==> src/core/rpd_pkg.sv <==
// Shared constants and types of the rotor position detector.
// Assumes a single 125 MHz clock and an AXI4-Lite register port with 8-bit addresses.
package rpd_pkg;

    // ****************************************************************
    // Register map.
    // ****************************************************************
    localparam logic [7:0] RPD_OFS_CTRL_A  = 8'h00;
    localparam logic [7:0] RPD_OFS_CTRL_B  = 8'h04;
    localparam logic [7:0] RPD_OFS_STATUS  = 8'h08;
    localparam logic [7:0] RPD_OFS_EXPECT  = 8'h0C;
    localparam logic [7:0] RPD_OFS_DELAY   = 8'h10;
    localparam logic [7:0] RPD_OFS_EMG     = 8'h14;
    localparam logic [7:0] RPD_OFS_ROTOR   = 8'h18;

    // Bit positions of the write-only strobes and emergency fields.
    localparam int unsigned RPD_BIT_SW_STOP  = 7;
    localparam int unsigned RPD_BIT_SW_START = 6;
    localparam int unsigned RPD_BIT_EMG_EN   = 0;
    localparam int unsigned RPD_BIT_EMG_CLR  = 1;

    // Values after reset.
    localparam logic [5:0] RPD_RST_CTRL_A  = 6'h00;
    localparam logic [7:0] RPD_RST_CTRL_B  = 8'h00;
    localparam logic [2:0] RPD_RST_EXPECT  = 3'h0;
    localparam logic [7:0] RPD_RST_DELAY   = 8'h00;
    localparam logic       RPD_RST_EMG_EN  = 1'b1;

    // AXI responses.
    localparam logic [1:0] RPD_RESP_OKAY   = 2'h0;
    localparam logic [1:0] RPD_RESP_SLVERR = 2'h2;

    // Sampling modes.
    localparam logic [1:0] RPD_SPL_PWMON   = 2'h0;
    localparam logic [1:0] RPD_SPL_CONT    = 2'h1;
    localparam logic [1:0] RPD_SPL_LOWSIDE = 2'h2;

    // Last count of the sample tick divider for periods of 4, 8, 16 and 32 clocks.
    localparam logic [4:0] RPD_SPL_LAST [0:3] = '{5'h03, 5'h07, 5'h0F, 5'h1F};

    // Expected {U,V,W} levels for rotor modes 0 to 5.
    localparam logic [2:0] RPD_PATTERN [0:5] = '{3'h5, 3'h4, 3'h6, 3'h2, 3'h3, 3'h1};

    // Control word A, bits 5 to 0 of its register.
    typedef struct packed {
        logic tmr3_stop_en;
        logic tmr2_start_en;
        logic one_pin;
        logic recount_en;
        logic unmatch_mode;
        logic enable;
    } rpd_ctrl_a_t;

    // Control word B, bits 7 to 0 of its register.
    typedef struct packed {
        logic [1:0] period_sel;
        logic [1:0] spl_mode;
        logic [3:0] match_cnt;
    } rpd_ctrl_b_t;

    typedef enum logic [1:0] {
        RPD_ST_IDLE   = 2'b01,
        RPD_ST_SAMPLE = 2'b10
    } rpd_state_t;

endpackage : rpd_pkg

==> src/core/rpd_detector.sv <==
// Rotor position detector with AXI4-Lite register port.
// Assumes timer events, PWM and low-side drive levels come from logic on aclk.
//
// Decided for this implementation: the register offsets and the AXI4-Lite interface to the registers.
`timescale 1ns/1ps

// Behaviour
// - Emergency stop is enabled after reset; input held high or circuit disabled.
// - Ordinary mode: match with expected pattern raises interrupt and ends sampling.
// - Unmatch mode: capture inputs at start, interrupt when inputs differ.
// - Captured start state is readable in a status field.
// - Start by software or Timer 2; Timer 3 stops in timer-synchronous use.
// - Three sampling modes: PWM-on only, continuous, low-side conduction.
// - Low-side mode samples each phase from delay end until its current stops.
// - Idle phases keep last sample; retained plus live values form the match.
// - PWM-on and low-side modes wait a programmed delay after turn-on.
// - Match count restarts each PWM-on interval or counts on, selectable.
// - Expected patterns per rotor mode 0 to 5 follow the fixed table.
// - Detection needs the programmed number of consecutive compare hits.
// - Mode bit 0 selects match detection, 1 selects change detection.
// - With recount enabled outside continuous mode, the count clears whenever combined PWM turns off.
module rpd_detector
    import rpd_pkg::*;
(
    input  wire logic        aclk,                    // Block clock, 125 MHz.
    input  wire logic        aresetn,                 // Synchronous reset, active low.
    input  wire logic [7:0]  awaddr,                  // Write address.
    input  wire logic        awvalid,                 // Write address valid.
    output logic             awready,                 // Write address ready.
    input  wire logic [31:0] wdata,                   // Write data.
    input  wire logic [3:0]  wstrb,                   // Write byte strobes.
    input  wire logic        wvalid,                  // Write data valid.
    output logic             wready,                  // Write data ready.
    output logic [1:0]       bresp,                   // Write response.
    output logic             bvalid,                  // Write response valid.
    input  wire logic        bready,                  // Write response ready.
    input  wire logic [7:0]  araddr,                  // Read address.
    input  wire logic        arvalid,                 // Read address valid.
    output logic             arready,                 // Read address ready.
    output logic [31:0]      rdata,                   // Read data.
    output logic [1:0]       rresp,                   // Read response.
    output logic             rvalid,                  // Read data valid.
    input  wire logic        rready,                  // Read data ready.
    input  wire logic        phase_u_position_input,  // U position pin.
    input  wire logic        phase_v_position_input,  // V position pin.
    input  wire logic        phase_w_position_input,  // W position pin.
    input  wire logic        emergency_stop_input,    // Emergency pin, active low.
    input  wire logic        timer2_event,            // Timer 2 start pulse.
    input  wire logic        timer3_event,            // Timer 3 stop pulse.
    input  wire logic [2:0]  pwm_phase_on,            // PWM on per phase {U,V,W}.
    input  wire logic [2:0]  low_side_on,             // Low side conducting {U,V,W}.
    output logic             position_detect_interrupt, // One-cycle detect pulse.
    output logic             emergency_stop_active,   // Latched emergency stop.
    output logic             sampling_active          // Sampling under way.
);

    // ****************************************************************
    // Input synchronisation.
    // ****************************************************************
    logic [3:0] pins_s;
    logic [2:0] pos_s;
    logic       emg_s;

    // Pins are asynchronous to aclk, so they pass the filtered synchroniser.
    rpd_sync3 #(.WIDTH(4), .RST_VAL(4'h8)) u_sync (
        .aclk     (aclk),
        .aresetn  (aresetn),
        .pin_in   ({emergency_stop_input, phase_u_position_input,
                    phase_v_position_input, phase_w_position_input}),
        .sync_out (pins_s)
    );
    assign pos_s = pins_s[2:0];
    assign emg_s = pins_s[3];

    // ****************************************************************
    // AXI4-Lite slave and configuration registers.
    // ****************************************************************
    rpd_ctrl_a_t ctrl_a_q, ctrl_a_d;
    rpd_ctrl_b_t ctrl_b_q, ctrl_b_d;
    logic [2:0]  expect_q, expect_d;
    logic [7:0]  delay_q, delay_d;
    logic        emg_en_q, emg_en_d;
    logic        aw_hold_q, aw_hold_d, w_hold_q, w_hold_d;
    logic [7:0]  waddr_q, waddr_d;
    logic [31:0] wdat_q, wdat_d;
    logic        wlane_q, wlane_d;
    logic        awready_q, awready_d, wready_q, wready_d, bvalid_q, bvalid_d;
    logic [1:0]  bresp_q, bresp_d, rresp_q, rresp_d;
    logic        arready_q, arready_d, rvalid_q, rvalid_d;
    logic [31:0] rdata_q, rdata_d;
    logic        sw_start, sw_stop, emg_clr;
    logic        wr_go;
    rpd_state_t  state_q, state_d;
    logic [2:0]  capture_q, capture_d;
    logic [2:0]  rot_idx;

    // Address and data are latched separately; the write lands once both are held.
    always_comb begin
        ctrl_a_d  = ctrl_a_q;
        ctrl_b_d  = ctrl_b_q;
        expect_d  = expect_q;
        delay_d   = delay_q;
        emg_en_d  = emg_en_q;
        waddr_d   = waddr_q;
        wdat_d    = wdat_q;
        wlane_d   = wlane_q;
        bresp_d   = bresp_q;
        bvalid_d  = bvalid_q && !bready;
        aw_hold_d = aw_hold_q;
        w_hold_d  = w_hold_q;
        sw_start  = 1'b0;
        sw_stop   = 1'b0;
        emg_clr   = 1'b0;
        rot_idx   = wdat_q[2:0];
        if (awvalid && awready_q) begin
            aw_hold_d = 1'b1;
            waddr_d   = awaddr;
        end
        if (wvalid && wready_q) begin
            w_hold_d = 1'b1;
            wdat_d   = wdata;
            wlane_d  = wstrb[0];
        end
        wr_go = aw_hold_q && w_hold_q && !bvalid_q;
        if (wr_go) begin
            aw_hold_d = 1'b0;
            w_hold_d  = 1'b0;
            bvalid_d  = 1'b1;
            bresp_d   = RPD_RESP_OKAY;
            unique case (waddr_q)
                RPD_OFS_CTRL_A: if (wlane_q) begin
                    ctrl_a_d = rpd_ctrl_a_t'(wdat_q[5:0]);
                    sw_start = wdat_q[RPD_BIT_SW_START];
                    sw_stop  = wdat_q[RPD_BIT_SW_STOP];
                end
                RPD_OFS_CTRL_B: if (wlane_q) ctrl_b_d = rpd_ctrl_b_t'(wdat_q[7:0]);
                RPD_OFS_STATUS: ;
                RPD_OFS_EXPECT: if (wlane_q) expect_d = wdat_q[2:0];
                RPD_OFS_DELAY:  if (wlane_q) delay_d = wdat_q[7:0];
                RPD_OFS_EMG: if (wlane_q) begin
                    emg_en_d = wdat_q[RPD_BIT_EMG_EN];
                    emg_clr  = wdat_q[RPD_BIT_EMG_CLR];
                end
                RPD_OFS_ROTOR: begin
                    // Out-of-range rotor modes leave the expected pattern alone.
                    if (wlane_q && rot_idx <= 3'd5) expect_d = RPD_PATTERN[rot_idx];
                end
                default: bresp_d = RPD_RESP_SLVERR;
            endcase
        end
        awready_d = !aw_hold_d && !bvalid_d;
        wready_d  = !w_hold_d && !bvalid_d;
    end

    // Read side: one read at a time, data registered with the response.
    always_comb begin
        rdata_d   = rdata_q;
        rresp_d   = rresp_q;
        rvalid_d  = rvalid_q && !rready;
        arready_d = !rvalid_d;
        if (arvalid && arready_q) begin
            rvalid_d  = 1'b1;
            arready_d = 1'b0;
            rresp_d   = RPD_RESP_OKAY;
            rdata_d   = 32'h0000_0000;
            unique case (araddr)
                RPD_OFS_CTRL_A: rdata_d[5:0] = ctrl_a_q;
                RPD_OFS_CTRL_B: rdata_d[7:0] = ctrl_b_q;
                RPD_OFS_STATUS: rdata_d[3:0] = {state_q == RPD_ST_SAMPLE, capture_q};
                RPD_OFS_EXPECT: rdata_d[2:0] = expect_q;
                RPD_OFS_DELAY:  rdata_d[7:0] = delay_q;
                RPD_OFS_EMG:    rdata_d[2:0] = {emg_s, emergency_stop_active, emg_en_q};
                RPD_OFS_ROTOR:  ;
                default:        rresp_d = RPD_RESP_SLVERR;
            endcase
        end
    end

    // Bus and configuration registers.
    always_ff @(posedge aclk) begin
        if (!aresetn) begin
            ctrl_a_q  <= rpd_ctrl_a_t'(RPD_RST_CTRL_A);
            ctrl_b_q  <= rpd_ctrl_b_t'(RPD_RST_CTRL_B);
            expect_q  <= RPD_RST_EXPECT;
            delay_q   <= RPD_RST_DELAY;
            emg_en_q  <= RPD_RST_EMG_EN;
            aw_hold_q <= 1'b0;
            w_hold_q  <= 1'b0;
            waddr_q   <= 8'h00;
            wdat_q    <= 32'h0000_0000;
            wlane_q   <= 1'b0;
            awready_q <= 1'b0;
            wready_q  <= 1'b0;
            bvalid_q  <= 1'b0;
            bresp_q   <= RPD_RESP_OKAY;
            arready_q <= 1'b0;
            rvalid_q  <= 1'b0;
            rresp_q   <= RPD_RESP_OKAY;
            rdata_q   <= 32'h0000_0000;
        end else begin
            ctrl_a_q  <= ctrl_a_d;
            ctrl_b_q  <= ctrl_b_d;
            expect_q  <= expect_d;
            delay_q   <= delay_d;
            emg_en_q  <= emg_en_d;
            aw_hold_q <= aw_hold_d;
            w_hold_q  <= w_hold_d;
            waddr_q   <= waddr_d;
            wdat_q    <= wdat_d;
            wlane_q   <= wlane_d;
            awready_q <= awready_d;
            wready_q  <= wready_d;
            bvalid_q  <= bvalid_d;
            bresp_q   <= bresp_d;
            arready_q <= arready_d;
            rvalid_q  <= rvalid_d;
            rresp_q   <= rresp_d;
            rdata_q   <= rdata_d;
        end
    end

    assign awready = awready_q;
    assign wready  = wready_q;
    assign bvalid  = bvalid_q;
    assign bresp   = bresp_q;
    assign arready = arready_q;
    assign rvalid  = rvalid_q;
    assign rresp   = rresp_q;
    assign rdata   = rdata_q;

    // ****************************************************************
    // Sampling delay after turn-on, one counter per low side and one for PWM.
    // ****************************************************************
    logic       pwm_on;
    logic [3:0] dly_src, dly_done;
    assign pwm_on  = |pwm_phase_on;
    assign dly_src = {pwm_on, low_side_on};

    // A counter starts at each turn-on, so noise right after switching is not sampled.
    for (genvar g = 0; g < 4; g++) begin : g_dly
        logic [7:0] cnt_q, cnt_d;
        always_comb begin
            cnt_d = 8'h00;
            if (dly_src[g]) cnt_d = (cnt_q == delay_q) ? cnt_q : cnt_q + 8'd1;
        end
        always_ff @(posedge aclk) begin
            if (!aresetn) cnt_q <= 8'h00;
            else cnt_q <= cnt_d;
        end
        assign dly_done[g] = dly_src[g] && (cnt_q == delay_q);
    end

    // ****************************************************************
    // Detection sequencer.
    // ****************************************************************
    logic [4:0] tick_q, tick_d;
    logic [2:0] held_q, held_d, gate, now_v, mask;
    logic [3:0] cnt_q, cnt_d;
    logic       pwm_q, pdi_q, pdi_d, emg_q, emg_d;
    logic       tick, start, stop, cond, samp, detect;

    // Per-phase sampling gate for the selected mode.
    always_comb begin
        unique case (ctrl_b_q.spl_mode)
            RPD_SPL_CONT:    gate = 3'h7;
            RPD_SPL_LOWSIDE: gate = dly_done[2:0];
            default:         gate = {3{dly_done[3]}};
        endcase
    end

    // Idle phases keep their last level while active ones refresh.
    always_comb begin
        tick_d   = (tick_q == RPD_SPL_LAST[ctrl_b_q.period_sel]) ? 5'h00 : tick_q + 5'd1;
        tick     = (tick_q == RPD_SPL_LAST[ctrl_b_q.period_sel]);
        mask     = ctrl_a_q.one_pin ? 3'h4 : 3'h7;
        samp     = (state_q == RPD_ST_SAMPLE) && tick && (|gate);
        now_v    = (gate & pos_s) | (~gate & held_q);
        cond     = ctrl_a_q.unmatch_mode ? (((now_v ^ capture_q) & mask) != 3'h0)
                                         : (((now_v ^ expect_q) & mask) == 3'h0);
        detect   = samp && cond && (({1'b0, cnt_q} + 5'd1) >= {1'b0, ctrl_b_q.match_cnt});
        emg_d    = (emg_q && !(emg_clr && emg_s)) || (emg_en_q && !emg_s);
        // Enable comes from the next value, so one write can enable and start together.
        start    = ctrl_a_d.enable && !emg_d
                   && (sw_start || (ctrl_a_q.tmr2_start_en && timer2_event));
        stop     = sw_stop || (ctrl_a_q.tmr3_stop_en && timer3_event);
        state_d  = state_q;
        capture_d = capture_q;
        held_d   = held_q;
        cnt_d    = cnt_q;
        pdi_d    = 1'b0;
        unique case (state_q)
            RPD_ST_IDLE: begin
                if (start) begin
                    state_d   = RPD_ST_SAMPLE;
                    capture_d = pos_s;
                    held_d    = pos_s;
                    cnt_d     = 4'h0;
                end
            end
            RPD_ST_SAMPLE: begin
                if (samp) begin
                    held_d = now_v;
                    cnt_d  = cond ? cnt_q + 4'd1 : 4'h0;
                end
                if (ctrl_a_q.recount_en && ctrl_b_q.spl_mode != RPD_SPL_CONT
                    && pwm_q && !pwm_on) begin
                    cnt_d = 4'h0;
                end
                if (detect) begin
                    pdi_d   = 1'b1;
                    state_d = RPD_ST_IDLE;
                end else if (stop || !ctrl_a_q.enable || emg_d) begin
                    state_d = RPD_ST_IDLE;
                end
            end
            default: state_d = RPD_ST_IDLE;
        endcase
    end

    // Sequencer registers.
    always_ff @(posedge aclk) begin
        if (!aresetn) begin
            state_q   <= RPD_ST_IDLE;
            tick_q    <= 5'h00;
            capture_q <= 3'h0;
            held_q    <= 3'h0;
            cnt_q     <= 4'h0;
            pwm_q     <= 1'b0;
            pdi_q     <= 1'b0;
            emg_q     <= 1'b0;
        end else begin
            state_q   <= state_d;
            tick_q    <= tick_d;
            capture_q <= capture_d;
            held_q    <= held_d;
            cnt_q     <= cnt_d;
            pwm_q     <= pwm_on;
            pdi_q     <= pdi_d;
            emg_q     <= emg_d;
        end
    end

    assign position_detect_interrupt = pdi_q;
    assign emergency_stop_active     = emg_q;
    assign sampling_active           = state_q[1];  // One-hot bit of the sampling state.
endmodule : rpd_detector

==> src/core/rpd_sync3.sv <==
// Three-stage input synchroniser with agreement filter.
// Assumes asynchronous pin inputs and the block clock aclk.
`timescale 1ns/1ps
module rpd_sync3 #(
    parameter int unsigned       WIDTH   = 4,
    parameter logic [WIDTH-1:0]  RST_VAL = '0
) (
    input  wire logic             aclk,     // Block clock.
    input  wire logic             aresetn,  // Synchronous reset, active low.
    input  wire logic [WIDTH-1:0] pin_in,   // Raw asynchronous levels.
    output logic      [WIDTH-1:0] sync_out  // Filtered synchronous levels.
);

    logic [WIDTH-1:0] s1_q, s2_q, s3_q, out_q;
    logic [WIDTH-1:0] out_d;

    // A change counts only once stages two and three agree; stage one feeds stage two alone.
    always_comb begin
        for (int i = 0; i < WIDTH; i++) begin
            out_d[i] = (s2_q[i] == s3_q[i]) ? s3_q[i] : out_q[i];
        end
    end

    // Shift stages.
    always_ff @(posedge aclk) begin
        if (!aresetn) begin
            s1_q  <= RST_VAL;
            s2_q  <= RST_VAL;
            s3_q  <= RST_VAL;
            out_q <= RST_VAL;
        end else begin
            s1_q  <= pin_in;
            s2_q  <= s1_q;
            s3_q  <= s2_q;
            out_q <= out_d;
        end
    end

    assign sync_out = out_q;

endmodule : rpd_sync3

==> config.mk <==
export PLATFORM = sky130hd
export DESIGN_NAME = rpd_detector
export DESIGN_NICKNAME = d
export VERILOG_FILES = /design/src/core/rpd_pkg.sv /design/src/core/rpd_detector.sv /design/src/core/rpd_sync3.sv
export SDC_FILE = /design/constraint.sdc
export NUM_CORES = 1
export LEC_CHECK = 0
export ABC_CLOCK_PERIOD_IN_PS = 3700
export BUFFER_PORTS_ARGS = -buffer_cell sky130_fd_sc_hd__buf_2
export CAP_MARGIN = 20
export CORE_MARGIN = 2
export CORE_UTILIZATION = 35
export CTS_BUF_LIST = sky130_fd_sc_hd__clkbuf_16
export CTS_CLUSTER_DIAMETER = 40
export CTS_CLUSTER_SIZE = 30
export DETAILED_ROUTE_END_ITERATION = 6
export PLACE_DENSITY_LB_ADDON = 0.12
export SKIP_LAST_GASP = 1
export SYNTH_ARGS = -nofsm -noshare
export SYNTH_HDL_FRONTEND = slang
export SYNTH_SLANG_ARGS = --single-unit
==> constraint.sdc <==
create_clock -name aclk -period 3.7 [get_ports aclk]
set_input_delay 0.74 -clock aclk [delete_from_list [all_inputs] [get_ports aclk]]
set_output_delay 0.74 -clock aclk [all_outputs]
set_load 0.01 [all_outputs]
==> impl_metrics.csv <==
group,metric,value,unit
floorplan,io_pins,115,
floorplan,coreArea,0.0186,sq mm
drt,routed_via_density,4.96,
cts,root_buffer,"clkbuf_16",
power_and_ir_drop,swShare,0.226,
cts,cts_hold_buf,0,
worst_setup_path,r2r-end,"state_q[1]",
synth,synth_area,0.00658,sq mm
floorplan,dieArea,0.0199,sq mm
worst_setup_path,r2r-start,"ctrl_b_q[4]",
cells_and_area,area_delta_synth_final,13.8,%
global_route,globalRouteTotalUtil,0.169,
power_and_ir_drop,clkPwrFrac,0.499,
timing,setup_violations,0,
timing,fmax,333,MHz
cells_and_area,nets,911,
drt,drt-total-wl,15900,um
run_status,status,"completed",
cts,cts_setup_buffers,0,
power_and_ir_drop,pwr-share-comb,0.046,
drt,vias,5326,
worst_setup_path,r2r_slack,0.70,ns
synth,avgSynthCellArea,8.43,sq um
timing,period_needed,3.00,ns
synth,yosysWarnings,0,
timing,drv_slew,0,
timing,relSlewSlack,0.519,
global_route,grt_pass1_wl,26800,um
drt,drtPass1Iterations,4,
worst_setup_path,crit_end,"state_q[1]",
power_and_ir_drop,fin_total_pwr,3.15,mW
synth,postSynthCellCount,781,
cts,clock_path_buffers,2,
power_and_ir_drop,p_seq_frac,0.455,
timing,rsz0062_at_grt,"false",
worst_setup_path,crit_required,4.01,ns
cts,clock-sinks,128,
synth,synth_area_leaders,"dfxtp_1 (39%), nand2_1 (8.1%), xnor2_1 (6.4%)",
timing,post-route-period-util,0.812,
cts,htreeDepth,4,
timing,fin_tns_setup,0,ns
power_and_ir_drop,p_leak,2.87,nW
cells_and_area,layout-drive-gt1-share,0.126,
floorplan,die_w,141,um
place,place.gp.congestion,0.823,
synth,synthArstFlopShare,0,
min_path,hold_class,"reg2reg",
floorplan,rows,50,
cts,cts_resized,0,
drt,wl_per_cell,14.8,um
cts,cts_buffers,17,
worst_setup_path,endpoint_kind,"flip-flop",
synth,synth_flop_cell,"dfxtp_1",
power_and_ir_drop,ir_drop,305,uV
global_route,grt_overflow,0,
drt,drc,0,
worst_setup_path,critPathKind,"reg2reg",
cts,cts_tree,"built",
timing,hold_viol,0,
global_route,grt_pass1_vias,5319,
worst_setup_path,crit_path_start,"ctrl_b_q[4]",
global_route,antenna_found_initial,0,
cts,clkLatencyLatePin,0.42,ns
cts,path_clk_slew,0.06,ns
cells_and_area,fillers,1904,
floorplan,start_util,0.354,
power_and_ir_drop,netSwitchingPower,712,uW
power_and_ir_drop,intPower,2.43,mW
synth,synth_top_area_frac,0.389,
synth,ys_ff_latch,128,
worst_setup_path,arrival,3.31,ns
worst_setup_path,ff2ff_path_depth,11,
power_and_ir_drop,powerDensity,420,mW/mm^2
timing,skew,0.00863,ns
timing,worst_slew_pin_slew,0.715,ns
run,cap_violations,0,
place,dp_hpwl,12200,um
global_route,grt_max_degree,32,
floorplan,die_y,141,um
synth,seq_area_frac_synth,0.389,
synth,ys_types,64,
worst_setup_path,start_kind,"flip-flop",
synth,synth_edf_count,0,
drt,drtIter0Drc,148,
worst_setup_path,crit_fanout,9,
place,numPortBuffers,61,
cells_and_area,antenna_cells,0,
drt,ant_nets,0,
synth,yosysTopAreaCell,"dfxtp_1",
==> sequential cells by signal, summed over array words and instances, names as in the netlist, 2 cells and up <==
signal	cells
u_sync.s3_q	4
g_dly.cnt_q	32
capture_q	3
ctrl_a_q	6
rdata	8
held_q	3
expect_q	3
state_q	2
u_sync.sync_out	4
waddr_q	8
tick_q	5
ctrl_b_q	8
delay_q	8
u_sync.s1_q	4
u_sync.s2_q	4
cnt_q	4
wdat_q	8
==> area by class of cell <==
cell class | count | area (sq um) | share of cell area
Multi-Input combinational cell | 598 | 3680 | 0.492
Sequential cell | 128 | 2560 | 0.342
Inverter | 17 | 63.8 | 0.00852
Clock inverter | 15 | 130 | 0.0174
Tap cell | 234 | 293 | 0.0391
Clock buffer | 17 | 425 | 0.0568
Timing Repair Buffer | 64 | 328 | 0.0438
==> how the worst min path moves through the flow <==
stage	startpoint	end	slack, ns	cells past startpoint
after CTS	u_sync.s1_q[3]	u_sync.s2_q[3]	0.41	1
final	u_sync.s1_q[3]	u_sync.s2_q[3]	0.41	1
after floorplan	u_sync.s1_q[3]	u_sync.s2_q[3]	0.39	1
after global placement	u_sync.s1_q[3]	u_sync.s2_q[3]	0.39	1
after detailed placement	u_sync.s1_q[3]	u_sync.s2_q[3]	0.40	1
after global routing	u_sync.s1_q[3]	u_sync.s2_q[3]	0.45	1
==> kinds of logic after synthesis <==
logic type                 synth area share
muxes                                0.0411
other                              0.000570
DFF                                   0.389
xor gates and xnor gates             0.0890
AOI/OAI and AO/OA                     0.133
and+or+nand+nor                       0.256
adders and majority gates            0.0266
buffers and inverters                0.0648
==> cells in the final DEF (no fill, tap or decap), types with 19 or more instances in the layout <==
cell type / n
conb_1: 26
o21ai_0: 21
nor2b_1: 19
nand2_1: 142
dfxtp_1: 128
inv_1: 20
buf_2: 61
nand3_1: 19
xnor2_1: 48
a21boi_0: 48
mux2i_1: 27
nor2_1: 61
nand4_1: 20
==> synth_stat cells (all sizes together), types with 17 or more instances <==
library cell / number
nand2: 143
dfxtp: 128
nor2: 61
xnor2: 49
a21boi: 48
buf: 38
mux2i: 27
clkbuf: 25
o21ai: 23
nand4: 20
nand3: 19
nor2b: 19
a21oi: 17
inv: 17
xor2: 17
==> metrics by stage <==
step / setup slack, ns / instances / util / instance area (sq um) / hold slack [ns]
detailed placement: 0.569 / 1041 / 0.373 / 6930 / 0.396
floorplan: 0.915 / 806 / - / 6670 / 0.386
global placement: 0.628 / 1041 / 0.373 / 6930 / 0.394
global route: 0.482 / 1073 / 0.403 / 7490 / 0.445
finish: 0.697 / 1073 / 0.403 / 7490 / 0.408
CTS: 0.705 / 1073 / 0.403 / 7490 / 0.410
==> power groups by stage <==
| stage | combinational [mW] | clock, mW | sequential, mW |
|---|---|---|---|
| 6_report | 0.145 | 1.57 | 1.43 |
| 5_1_grt | 0.163 | 1.68 | 1.43 |
| 3_3_place_gp | 0.143 | 0 | 1.46 |
| 3_5_place_dp | 0.147 | 0 | 1.46 |
| 2_1_floorplan | 0.118 | 0 | 1.45 |
| 4_1_cts | 0.147 | 1.61 | 1.43 |
==> critical path, stage by stage, from the launching register on <==
cell      delay, ns
dfxtp_1        0.38
inv_1          0.06
ha_1           0.47
inv_1          0.15
and3_1         0.21
a31oi_1        0.21
o211ai_2       0.20
xor2_1         0.18
or4_4          0.55
nand2_4        0.11
a21oi_1        0.10
o221a_1        0.26
==> metal layers <==
layer	vias up	share of wire	track usage	wire [um]
li1	2706	-	-	-
met1	2495	0.48	0.213	7590
met2	105	0.46	0.282	7390
met3	20	0.042	0.0418	666
met4	0	0.017	0.0605	271
met5	-	0	0	0
Note: power is estimated with default switching activity, not from simulation.
